[config.mk]
export PLATFORM = sky130hd
export DESIGN_NAME = ccs_regbank
export DESIGN_NICKNAME = d
export VERILOG_FILES = /design/src/ccs_pkg.sv /design/src/ccs_regbank.sv
export VERILOG_INCLUDE_DIRS = /design/src
export SDC_FILE = /design/constraint.sdc
export NUM_CORES = 1
export LEC_CHECK = 0
export BUFFER_PORTS_ARGS = -buffer_cell sky130_fd_sc_hd__buf_2
export CAP_MARGIN = 20
export CORE_MARGIN = 1.5
export CORE_UTILIZATION = 46
export CTS_CLUSTER_DIAMETER = 80
export DETAILED_ROUTE_END_ITERATION = 8
export PLACE_DENSITY = 0.81
export SETUP_SLACK_MARGIN = 0.02
export SYNTH_ARGS = -nofsm -noshare
export SYNTH_HDL_FRONTEND = slang
export SYNTH_SLANG_ARGS = --single-unit
[constraint.sdc]
create_clock -name pclk -period 4.1 [get_ports pclk]
set_input_delay 1.23 -clock pclk [delete_from_list [all_inputs] [get_ports pclk]]
set_output_delay 1.23 -clock pclk [all_outputs]
set_load 0.01 [all_outputs]
[src/ccs_regs.svh]
`ifndef CCS_REGS_SVH
`define CCS_REGS_SVH
// register word indices on the apb word map (matched against paddr[9:2]; the byte address is the index times four)
`define CCS_IDX_DATA      8'hdc
`define CCS_IDX_CMD       8'hdd
`define CCS_IDX_STATUS    8'hde
`define CCS_IDX_MASK      8'hdf
`define CCS_IDX_FLAGS     8'he7
`define CCS_IDX_CLKDIV    8'hed
`define CCS_IDX_CTRL      8'hee
// control register fields
`define CCS_CTRL_CRC_OFF  0
`define CCS_CTRL_FLOW     1
`define CCS_CTRL_IRQ_EN   2
// status register fields
`define CCS_ST_LOCK       0
`define CCS_ST_RESP_FMT   1
`define CCS_ST_RESP_CRC   2
`define CCS_ST_DATA_FMT   3
`define CCS_ST_DATA_CRC   4
`define CCS_ST_BUSY       5
// flag and mask fields
`define CCS_EV_F1_EMPTY   0
`define CCS_EV_F2_EMPTY   1
`define CCS_EV_F1_FULL    2
`define CCS_EV_F2_FULL    3
`define CCS_EV_FRAME      4
`define CCS_EV_CMD        5
`define CCS_EV_RESP       6
`define CCS_EV_BUSY       7
// reset values
`define CCS_RST_MASK      8'hff
`define CCS_RST_PORT      8'hff
`define CCS_RST_FLAGS     8'h00
`define CCS_RST_CLKDIV    8'h00
`define CCS_RST_CTRL      8'h00
`endif

[src/ccs_pkg.sv]
package ccs_pkg;
  // byte moving between the register side and a fifo
  typedef struct packed {
    logic       valid;
    logic [7:0] data;
  } ccs_byte_t;
  // line-side status reported by the protocol engine
  typedef struct packed {
    logic card_busy;
    logic data_crc_ok;
    logic data_format_ok;
    logic resp_crc_ok;
    logic resp_format_ok;
    logic cmd_fifo_locked;
  } ccs_line_t;
  // completion pulses and fifo levels from the protocol engine
  typedef struct packed {
    logic response_done;
    logic command_done;
    logic frame_done;
    logic fifo2_full;
    logic fifo1_full;
    logic fifo2_empty;
    logic fifo1_empty;
  } ccs_event_t;
  typedef enum logic [1:0] {
    CCS_CLK_RUN,
    CCS_CLK_STOP
  } ccs_clk_state_t;
endpackage : ccs_pkg

[src/ccs_regbank.sv]
// Register access over APB was left to the implementer.
`include "ccs_regs.svh"
// How it works
// RL1: card busy status follows the card's busy indication on the data line.
// RL2: data format status reports token or frame format good, per transfer direction.
// RL3: response crc status set when received response crc7 matches, else cleared.
// RL4: with crc check off the response crc status is meaningless, held at zero.
// RL5: busy change event set on every busy entry and exit, cleared by flag read.
// RL6: response done event set at end of response reception, cleared by flag read.
// RL7: command done event set at end of command send, cleared by flag read.
// RL8: frame done event set at end of stream or block transfer, cleared by flag read.
// RL9: second fifo full flag set when it fills, cleared when it empties.
// RL10: first fifo full flag set when it fills, cleared when it empties.
// RL11: second fifo empty flag set when it empties, cleared when it fills.
// RL12: first fifo empty flag set when it empties, cleared when it fills.
// RL13: eight mask bits block their flags from the interrupt; all reset set.
// RL14: command port read pops response fifo byte, write pushes command fifo byte.
// RL15: data port read pops data fifo byte, write pushes one; resets to ones.
// RL16: card clock is derived from the eight-bit divider value software writes.
// RL17: interrupt requested when any unmasked flag is set and global enable set.
// RL18: with flow control, clock stops when both fifos full, restarts on data access.
// RL19: software saves one flag read and tests each bit from that copy.
// RL20: data crc status reports token crc error or received block crc good.
// RL21: response format status reports format; lock bit forbids command fifo writes; command port writes still push while it is set.
module ccs_regbank (
  // apb slave
  input  wire logic              pclk,
  input  wire logic              presetn,
  input  wire logic              psel,
  input  wire logic              penable,
  input  wire logic              pwrite,
  input  wire logic [31:0]       paddr,
  input  wire logic [31:0]       pwdata,
  output logic      [31:0]       prdata,
  output logic                   pready,
  output logic                   pslverr,
  // line status and events from the protocol engine
  input  wire ccs_pkg::ccs_line_t  line_status,
  input  wire ccs_pkg::ccs_event_t line_events,
  input  wire logic                tx_mode,
  // fifo byte ports
  output ccs_pkg::ccs_byte_t     cmd_push,
  output logic                   resp_pop,
  input  wire logic [7:0]        resp_byte,
  output ccs_pkg::ccs_byte_t     data_push,
  output logic                   data_pop,
  input  wire logic [7:0]        data_byte_in,
  // card clock and interrupt
  output logic                   card_clock,
  output logic                   card_clock_run,
  output logic                   irq
);

  // apb access decode; slave answers in the access cycle with no wait
  wire        access   = psel & penable;
  wire        wr_acc   = access & pwrite;
  wire        rd_acc   = access & ~pwrite;
  wire [7:0]  reg_idx  = paddr[9:2];
  wire        addr_hit = (paddr[31:10] == 22'h0) && (paddr[1:0] == 2'b00);

  function automatic logic hit(input logic [7:0] idx, input logic [7:0] want);
    hit = (idx == want);
  endfunction : hit

  wire sel_data   = addr_hit & hit(reg_idx, `CCS_IDX_DATA);
  wire sel_cmd    = addr_hit & hit(reg_idx, `CCS_IDX_CMD);
  wire sel_status = addr_hit & hit(reg_idx, `CCS_IDX_STATUS);
  wire sel_mask   = addr_hit & hit(reg_idx, `CCS_IDX_MASK);
  wire sel_flags  = addr_hit & hit(reg_idx, `CCS_IDX_FLAGS);
  wire sel_clkdiv = addr_hit & hit(reg_idx, `CCS_IDX_CLKDIV);
  wire sel_ctrl   = addr_hit & hit(reg_idx, `CCS_IDX_CTRL);
  wire mapped     = sel_data | sel_cmd | sel_status | sel_mask
                  | sel_flags | sel_clkdiv | sel_ctrl;
  // status and flags are read-only; writes there are refused
  wire bad        = ~mapped | (pwrite & (sel_status | sel_flags));

  assign pready  = 1'b1;
  assign pslverr = access & bad;

  // software registers
  logic [7:0] mask_reg, mask_next;
  logic [7:0] clkdiv_reg, clkdiv_next;
  logic [2:0] ctrl_reg, ctrl_next;
  logic [7:0] cmd_port_reg, data_port_reg;

  assign mask_next   = (wr_acc & sel_mask)   ? pwdata[7:0] : mask_reg;   // RL13
  assign clkdiv_next = (wr_acc & sel_clkdiv) ? pwdata[7:0] : clkdiv_reg; // RL16
  assign ctrl_next   = (wr_acc & sel_ctrl)   ? pwdata[2:0] : ctrl_reg;

  always_ff @(posedge pclk or negedge presetn) begin
    if (!presetn) begin
      mask_reg   <= `CCS_RST_MASK;
      clkdiv_reg <= `CCS_RST_CLKDIV;
      ctrl_reg   <= 3'(`CCS_RST_CTRL);
    end else begin
      mask_reg   <= mask_next;
      clkdiv_reg <= clkdiv_next;
      ctrl_reg   <= ctrl_next;
    end
  end

  wire crc_off  = ctrl_reg[`CCS_CTRL_CRC_OFF];
  wire flow_on  = ctrl_reg[`CCS_CTRL_FLOW];
  wire irq_en   = ctrl_reg[`CCS_CTRL_IRQ_EN];

  // byte ports: writes push, reads pop; a read shows the fifo's head byte
  assign cmd_push.valid  = wr_acc & sel_cmd;        // RL14
  assign cmd_push.data   = pwdata[7:0];
  assign resp_pop        = rd_acc & sel_cmd;        // RL14
  assign data_push.valid = wr_acc & sel_data;       // RL15
  assign data_push.data  = pwdata[7:0];
  assign data_pop        = rd_acc & sel_data;       // RL15

  // last byte passed through each port, kept internally; a port read shows the fifo head byte, not this copy
  always_ff @(posedge pclk or negedge presetn) begin
    if (!presetn) begin
      cmd_port_reg  <= `CCS_RST_PORT;
      data_port_reg <= `CCS_RST_PORT;               // RL15
    end else begin
      if (resp_pop)
        cmd_port_reg <= resp_byte;
      else if (cmd_push.valid)
        cmd_port_reg <= pwdata[7:0];
      if (data_pop)
        data_port_reg <= data_byte_in;
      else if (data_push.valid)
        data_port_reg <= pwdata[7:0];
    end
  end

  // status byte; bits 7:6 read zero
  logic [7:0] status_reg;
  wire  [7:0] status_next;
  assign status_next[`CCS_ST_BUSY]     = line_status.card_busy;               // RL1
  assign status_next[`CCS_ST_DATA_CRC] = tx_mode ? ~line_status.data_crc_ok   // RL20
                                                 : line_status.data_crc_ok;
  assign status_next[`CCS_ST_DATA_FMT] = line_status.data_format_ok;          // RL2
  assign status_next[`CCS_ST_RESP_CRC] = ~crc_off & line_status.resp_crc_ok;  // RL3 RL4
  assign status_next[`CCS_ST_RESP_FMT] = line_status.resp_format_ok;          // RL21
  assign status_next[`CCS_ST_LOCK]     = line_status.cmd_fifo_locked;         // RL21
  assign status_next[7:6]              = 2'b00;

  // busy edge detector for the change event
  logic busy_reg;
  always_ff @(posedge pclk or negedge presetn) begin
    if (!presetn) begin
      status_reg <= 8'h00;
      busy_reg   <= 1'b0;
    end else begin
      status_reg <= status_next;
      busy_reg   <= line_status.card_busy;
    end
  end
  wire busy_edge = busy_reg ^ line_status.card_busy;                          // RL5

  // event flags: read-cleared pulses, set wins over the read in the same cycle
  logic [7:0] flags_reg, flags_next;
  wire        flags_read = rd_acc & sel_flags;                                // RL19
  wire [3:0]  pulse_set  = {busy_edge, line_events.response_done,
                            line_events.command_done, line_events.frame_done};
  genvar g;
  generate
    for (g = 0; g < 4; g++) begin : g_pulse
      assign flags_next[4 + g] = pulse_set[g] |
                                 (flags_reg[4 + g] & ~flags_read);            // RL5 RL6 RL7 RL8
    end
  endgenerate

  // fifo flags: hardware set on reaching a level, hardware cleared on the opposite
  assign flags_next[`CCS_EV_F2_FULL]  = line_events.fifo2_full |
                                        (flags_reg[`CCS_EV_F2_FULL] & ~line_events.fifo2_empty);  // RL9
  assign flags_next[`CCS_EV_F1_FULL]  = line_events.fifo1_full |
                                        (flags_reg[`CCS_EV_F1_FULL] & ~line_events.fifo1_empty);  // RL10
  assign flags_next[`CCS_EV_F2_EMPTY] = line_events.fifo2_empty |
                                        (flags_reg[`CCS_EV_F2_EMPTY] & ~line_events.fifo2_full);  // RL11
  assign flags_next[`CCS_EV_F1_EMPTY] = line_events.fifo1_empty |
                                        (flags_reg[`CCS_EV_F1_EMPTY] & ~line_events.fifo1_full);  // RL12

  always_ff @(posedge pclk or negedge presetn) begin
    if (!presetn)
      flags_reg <= `CCS_RST_FLAGS;
    else
      flags_reg <= flags_next;
  end

  // interrupt request, registered so the output is glitch free
  always_ff @(posedge pclk or negedge presetn) begin
    if (!presetn)
      irq <= 1'b0;
    else
      irq <= irq_en & (|(flags_reg & ~mask_reg));                             // RL13 RL17
  end

  // read mux; the apb data is taken in the same access cycle
  always_comb begin
    prdata = 32'h0;
    if (rd_acc) begin
      if (sel_data)   prdata[7:0] = data_byte_in;
      if (sel_cmd)    prdata[7:0] = resp_byte;
      if (sel_status) prdata[7:0] = status_reg;
      if (sel_mask)   prdata[7:0] = mask_reg;
      if (sel_flags)  prdata[7:0] = flags_reg;
      if (sel_clkdiv) prdata[7:0] = clkdiv_reg;
      if (sel_ctrl)   prdata[2:0] = ctrl_reg;
    end
  end

  // flow control: freeze the card clock when both fifos are full,
  // release on a data port access or when flow control is switched off, so the card bus never races software
  ccs_pkg::ccs_clk_state_t clk_state_reg, clk_state_next;
  wire both_full   = flags_reg[`CCS_EV_F1_FULL] & flags_reg[`CCS_EV_F2_FULL];
  wire data_access = data_pop | data_push.valid;
  always_comb begin
    clk_state_next = clk_state_reg;
    case (clk_state_reg)
      ccs_pkg::CCS_CLK_RUN:
        if (flow_on & both_full) clk_state_next = ccs_pkg::CCS_CLK_STOP;      // RL18
      ccs_pkg::CCS_CLK_STOP:
        if (~flow_on | data_access) clk_state_next = ccs_pkg::CCS_CLK_RUN;    // RL18
      default: clk_state_next = ccs_pkg::CCS_CLK_RUN;
    endcase
  end
  assign card_clock_run = (clk_state_reg == ccs_pkg::CCS_CLK_RUN);

  // card clock divider: toggle every divider+1 pclk cycles while running
  logic [7:0] div_cnt_reg;
  always_ff @(posedge pclk or negedge presetn) begin
    if (!presetn) begin
      clk_state_reg <= ccs_pkg::CCS_CLK_RUN;
      div_cnt_reg   <= 8'h00;
      card_clock    <= 1'b0;
    end else begin
      clk_state_reg <= clk_state_next;
      if (card_clock_run) begin
        if (div_cnt_reg >= clkdiv_reg) begin                                  // RL16
          div_cnt_reg <= 8'h00;
          card_clock  <= ~card_clock;
        end else begin
          div_cnt_reg <= div_cnt_reg + 8'h01;
        end
      end
    end
  end

endmodule : ccs_regbank

==> out/results.ini, run 1 <==
[placed_design]
port_buffers = 106
dpl-instance-area_sq_mm = 0.00344
place_congestion = 0.930
pre_cts_ws_ns = -0.0190
dpl.cell_count = 463
hpwlAfterDp_um = 5910

[clock_network]
clkLatencyLatePin_ns = 0.30
hold_buffers = 0
max-clock-path-buffers = 2
cts_tree = done
clock_sinks = 44
numCtsBuffers = 5
htree_levels = 2
root_buffer = clkbuf_8
path_clk_slew_ns = 0.09

[drt]
vias_per_cell = 5.52
drtPass1Iterations = 4
ant_nets = 0
via_count = 2599
drt_iter0_markers = 162
remaining_drc_errors = 0
wl_per_cell_um = 15.8
wirelength_um = 7450

[grt]
grt_usage_pct = 21.4
gr-usage-met1_pct = 25.1
grt_pass1_vias = 2547
grt_use_met3_pct = 4.08
grt_max_degree = 45
antenna_found_initial = 0
grt_pass1_wl_um = 12000
top_usage_layer = met2
met2_usage_pct = 38.4
grt-ovfl-total = 0

[sta]
final_hold_viol_count = 0
grt_setup_unrepaired = no
slew-limit-headroom_pct = 35.4
layout_setup_ws_ns = 0.0538
fmax_ghz = 0.247
setup_viol = 0
worst_pin_slew_ns = 0.969
layout_worst_path_cycle_share_pct = 98.7
drv_slew = 0
period_needed_ns = 4.05
fin_skew_ns = 0.00766

[floorplanning]
die_y_um = 83.3
coreArea_sq_mm = 0.00628
rows = 29
fp.dieW_um = 83.3
initial_utilization_pct = 47.3
ioPinCount = 156
design.die.area_sq_mm = 0.00694

[final_layout]
finalNonFillerCells = 471
drive_above_1_share_pct = 43.7
final_util_pct = 57.3
antenna_cells = 0
design_area_sq_mm = 0.00360
fin_nets = 501
syn_to_final_growth_pct = 21.3

[setup_path]
r2r-start = clkdiv_reg[5]
crit_arrival_ns = 2.82
slowest_stage = a2111oi_1
cp-end-kind = primary output
critPathKind = in -> out
slowest_delay_ns = 0.44
crit_required_ns = 2.87
cpMostUsedCell = buf_2
cp_max_fo = 5
crit_path_start_kind = input pin
crit_start = paddr[6]
r2r_slack_ns = 2.12
reg2reg_depth = 6
crit_chain = buf_2 > nand2b_1 > nor4b_4 > a21oi_1 > o211a_1 > a2111oi_1 > buf_2
r2r-end = div_cnt_reg[0]

[job]
max_cap_violations = 0

[synth]
synth_area_sq_mm = 0.00297
synth_seq_area_share_pct = 37.4
async_flop_share_pct = 100
synth_enable_flop_cells = 0
ys_warn_count = 0
synth_seq_cells = 44
ys_types = 58
ys.flop_type = dfrtp_1
avgSynthCellArea_sq_um = 10.2
syn_inst = 292

[power]
p_per_area_mw_per_mm2 = 253
p_total_uw = 910
ir_worst_vdd_mv = 0.265
leakagePower_nw = 1.78

[worst_hold_path]
worstHoldStart = card_clock
hold_path.class = reg -> reg
hold_path_end = card_clock
hold_path_depth = 1

[status]
status = finished clean

==> power breakdown <==
group	switching, mW	total [mW]	internal, mW
combinational	0.0675	0.121	0.0534
clock	0.162	0.345	0.184
sequential	0.00351	0.444	0.440
total	0.233	0.910	0.677
==> metrics by stage <==
step	hold slack (ns)	TNS (ns)
3_3_place_gp	0.454	0
2_1_floorplan	0.421	0
3_5_place_dp	0.468	-0.0213
4_1_cts	0.480	0
5_1_grt	0.501	0
6_report	0.477	0
==> cell usage after synthesis, types with 3 or more instances <==
cell type / instances / area (sq um)
buf_4: 41 / 308
dfrtp_1: 36 / 901
mux2_2: 20 / 225
inv_1: 19 / 71.3
nand2_1: 11 / 41.3
nor2_1: 11 / 41.3
o21ai_0: 11 / 55.1
nand3_1: 10 / 50.1
a21o_1: 9 / 67.6
ha_1: 9 / 113
dfstp_2: 8 / 210
a21oi_1: 7 / 35.0
a22oi_1: 6 / 45.0
nor4_1: 6 / 37.5
a31oi_1: 5 / 31.3
o22ai_1: 5 / 31.3
mux2i_1: 4 / 40.0
xnor2_1: 4 / 35.0
a211oi_1: 3 / 22.5
and2_1: 3 / 18.8
clkbuf_1: 3 / 11.3
mux4_1: 3 / 78.8
nand2b_1: 3 / 18.8
nand4_1: 3 / 18.8
nor2b_1: 3 / 18.8
nor3_1: 3 / 15.0
or3_1: 3 / 18.8
==> final cells by class <==
class                           count  area, sq um
Clock buffer                        5         68.8
Tap cell                           77         96.3
Fill cell                         519         2680
Clock inverter                      3         46.3
Inverter                           20         75.1
Sequential cell                    44         1110
Timing Repair Buffer              118          637
Multi-Input combinational cell    204         1570
==> cell usage in the layout (no fill, tap or decap), types with 10 or more instances in the layout <==
master,netlist,final
buf_2,1,106
dfrtp_1,36,36
conb_1,2,25
mux2_2,20,20
inv_1,19,19
nand2_1,11,11
nor2_1,11,11
o21ai_0,11,11
buf_4,41,10
==> critical path: cells and delay by family <==
kind | cells | cell delay (ns)
AOI/OAI and AO/OA | 3 | 0.68
and+or+nand+nor | 2 | 0.59
buffers and inverters | 2 | 0.31
==> metal layers <==
layer | share of wire, % | wire length [um]
met1 | 39 | 2880
met2 | 53 | 3920
met3 | 6.3 | 472
met4 | 2.3 | 172
met5 | 0 | 0
==> what timing repair did <==
| action | 4_1_cts | 5_1_grt |
|---|---|---|
| endpoints found under the setup margin | 3 | 6 |
| hold endpoints to repair | 0 | 0 |
| setup buffers | 0 | 0 |
| resized for setup | 3 | 8 |
| cloned | 0 | 0 |
| pin swaps | 0 | 0 |
==> cells by family after synthesis <==
family	Yosys count	share of synthesized area (%)
compound gates	60	14.1
simple gates	75	15.7
mux	29	12.7
fa+ha+maj	9	3.79
flops	44	37.4
buf+inv	67	14.2
xor+xnor	6	1.77
other cells	2	0.253
==> worst max-delay path by stage <==
| stage | slack [ns] | cells after the start | to |
|---|---|---|---|
| after floorplan | 0.13 | 6 | prdata[6] |
| after global placement | 0.03 | 8 | prdata[6] |
| after detailed placement | -0.02 | 7 | prdata[6] |
| after CTS | 0.05 | 7 | prdata[6] |
| after global routing | 0.02 | 8 | data_push[8] |
| final | 0.05 | 7 | prdata[6] |
Note: power is estimated with default switching activity, not from simulation.
==> inputs of run 2 (changes only) <==
Settings changed: CORE_UTILIZATION 46 to 49, PLACE_DENSITY 0.81 to 0.86.
Clock period 4.1 ns to 4.7 ns, I/O delays scaled along.
==> out/results.ini, run 2 (synthesized netlist as in run 1, its figures left out) <==
[sta]
fin_skew_ns = 0.00791
drv_slew = 0
setup_viol = 0
slew-limit-headroom_pct = 35.2
fmax_ghz = 0.222
worst_pin_slew_ns = 0.972
grt_setup_unrepaired = no
layout_worst_path_cycle_share_pct = 96.0
period_needed_ns = 4.51
tns_ns = 0
final_hold_viol_count = 0

[drt]
via_count = 2538
wirelength_um = 7270
vias_per_cell = 5.47
drt_iter0_markers = 171
remaining_drc_errors = 0
drtPass1Iterations = 5
ant_nets = 0
wl_per_cell_um = 15.7

[setup_path]
critical_path_buf_inv_count = 2
cp-end-kind = primary output
cpMostUsedCell = buf_2
cp_max_fo = 5
critPathKind = in -> out
crit_start = paddr[25]
cp_top_family = simple AND/OR/NAND/NOR gates
crit_chain = buf_2 > nor4_1 > and4_1 > nand3_1 > nand2b_1 > a2111oi_2 > buf_2
crit_required_ns = 3.29
slowest_delay_ns = 0.46
r2r-start = clkdiv_reg[5]
crit_path_start_kind = input pin
crit_arrival_ns = 3.10
slowest_stage = a2111oi_2

[clock_network]
clock_sinks = 44
root_buffer = clkbuf_8
path_clk_slew_ns = 0.09
max-clock-path-buffers = 2
htree_levels = 2
cts_tree = done
cts_resized = 0
clkLatencyLatePin_ns = 0.30
hold_buffers = 0
numCtsBuffers = 5
cts_setup_buffers = 0

[floorplanning]
rows = 28
die_y_um = 80.8
initial_utilization_pct = 50.4
fp.dieW_um = 80.8
ioPinCount = 156
design.die.area_sq_mm = 0.00653
coreArea_sq_mm = 0.00589

[power]
ir_worst_vdd_mv = 0.176
p_per_area_mw_per_mm2 = 209
leakagePower_nw = 1.74

[worst_hold_path]
hold_path.class = reg -> reg
worstHoldStart = card_clock

[final_layout]
syn_to_final_growth_pct = 17.0
antenna_cells = 0
final_cell_mix = 106 x buf_2, 36 x dfrtp_1, 25 x conb_1
drive_above_1_share_pct = 40.6
fin_nets = 496
final_common_cell = buf_2
design_area_sq_mm = 0.00347

[placed_design]
hpwlAfterDp_um = 5710
dpl-instance-area_sq_mm = 0.00338
port_buffers = 106
place_congestion = 0.894

[grt]
grt_pass1_vias = 2410
grt-ovfl-total = 0
grt_pass1_wl_um = 11400
grt_usage_pct = 22.7
grt_max_degree = 45
antenna_found_initial = 0

[status]
status = finished clean

[job]
max_cap_violations = 0

==> run 2: cell count changes in the layout (fill, tap and decap cells not counted), sizes merged <==
cell    before  now
buf        118  113
clkinv       1    2
inv         20   19
clkbuf       5    6
bufinv       1    0
==> run 2: power by group <==
group | leakage (nW) | switching, mW | internal [mW]
clock network | 0.0414 | 0.135 | 0.106
logic | 1.16 | 0.0562 | 0.0436
registers | 0.533 | 0.00293 | 0.384
total | 1.74 | 0.194 | 0.533
==> run 2: worst register-to-register path, cell delays in order, from the launching register on <==
cell and delay [ns]:
dfrtp_1 0.38, inv_1 0.11, ha_1 0.26, a211o_1 0.28, o32a_1 0.45, a211o_1 0.32, o21ai_0 0.08
==> run 2: cell type report <==
cell class | count | area [sq um]
clock buffers | 6 | 72.6
inverters | 20 | 75.1
multi-input cells | 204 | 1520
fillers | 495 | 2410
repair buffers | 113 | 583
well taps | 75 | 93.8
flip-flops and latches | 44 | 1110
clock inverters | 2 | 16.3
==> run 2: path summary, 6_finish.rpt <==
path                                  end  slack [ns]  depth (start not counted)
max in group asynchronous  div_cnt_reg[2]        2.84                          1
min                            card_clock        0.48                          1
min reg2reg                    card_clock        0.48                          1
max reg2reg                div_cnt_reg[0]        2.74                          6
min in group asynchronous   status_reg[4]        1.26                          1
max                             prdata[1]        0.19                          7
==> run 2: routing by layer <==
layer,track usage [%],wire length (um)
met1,28.8,2950
met2,38.8,3700
met3,4.27,461
met4,7.76,156
met5,0,0
==> run 2: per-stage QoR <==
step | util [%] | std cells | hold WS (ns) | setup WS [ns] | power [mW]
4_1_cts | 59.0 | 464 | 0.478 | 0.215 | 0.729
5_1_grt | 59.0 | 464 | 0.504 | 0.0300 | 0.757
6_report | 59.0 | 464 | 0.482 | 0.186 | 0.727
3_5_place_dp | 57.5 | 456 | 0.472 | 0.211 | 0.493
3_3_place_gp | 57.5 | 456 | 0.449 | 0.277 | 0.490
2_1_floorplan | - | 315 | 0.421 | 0.373 | 0.461
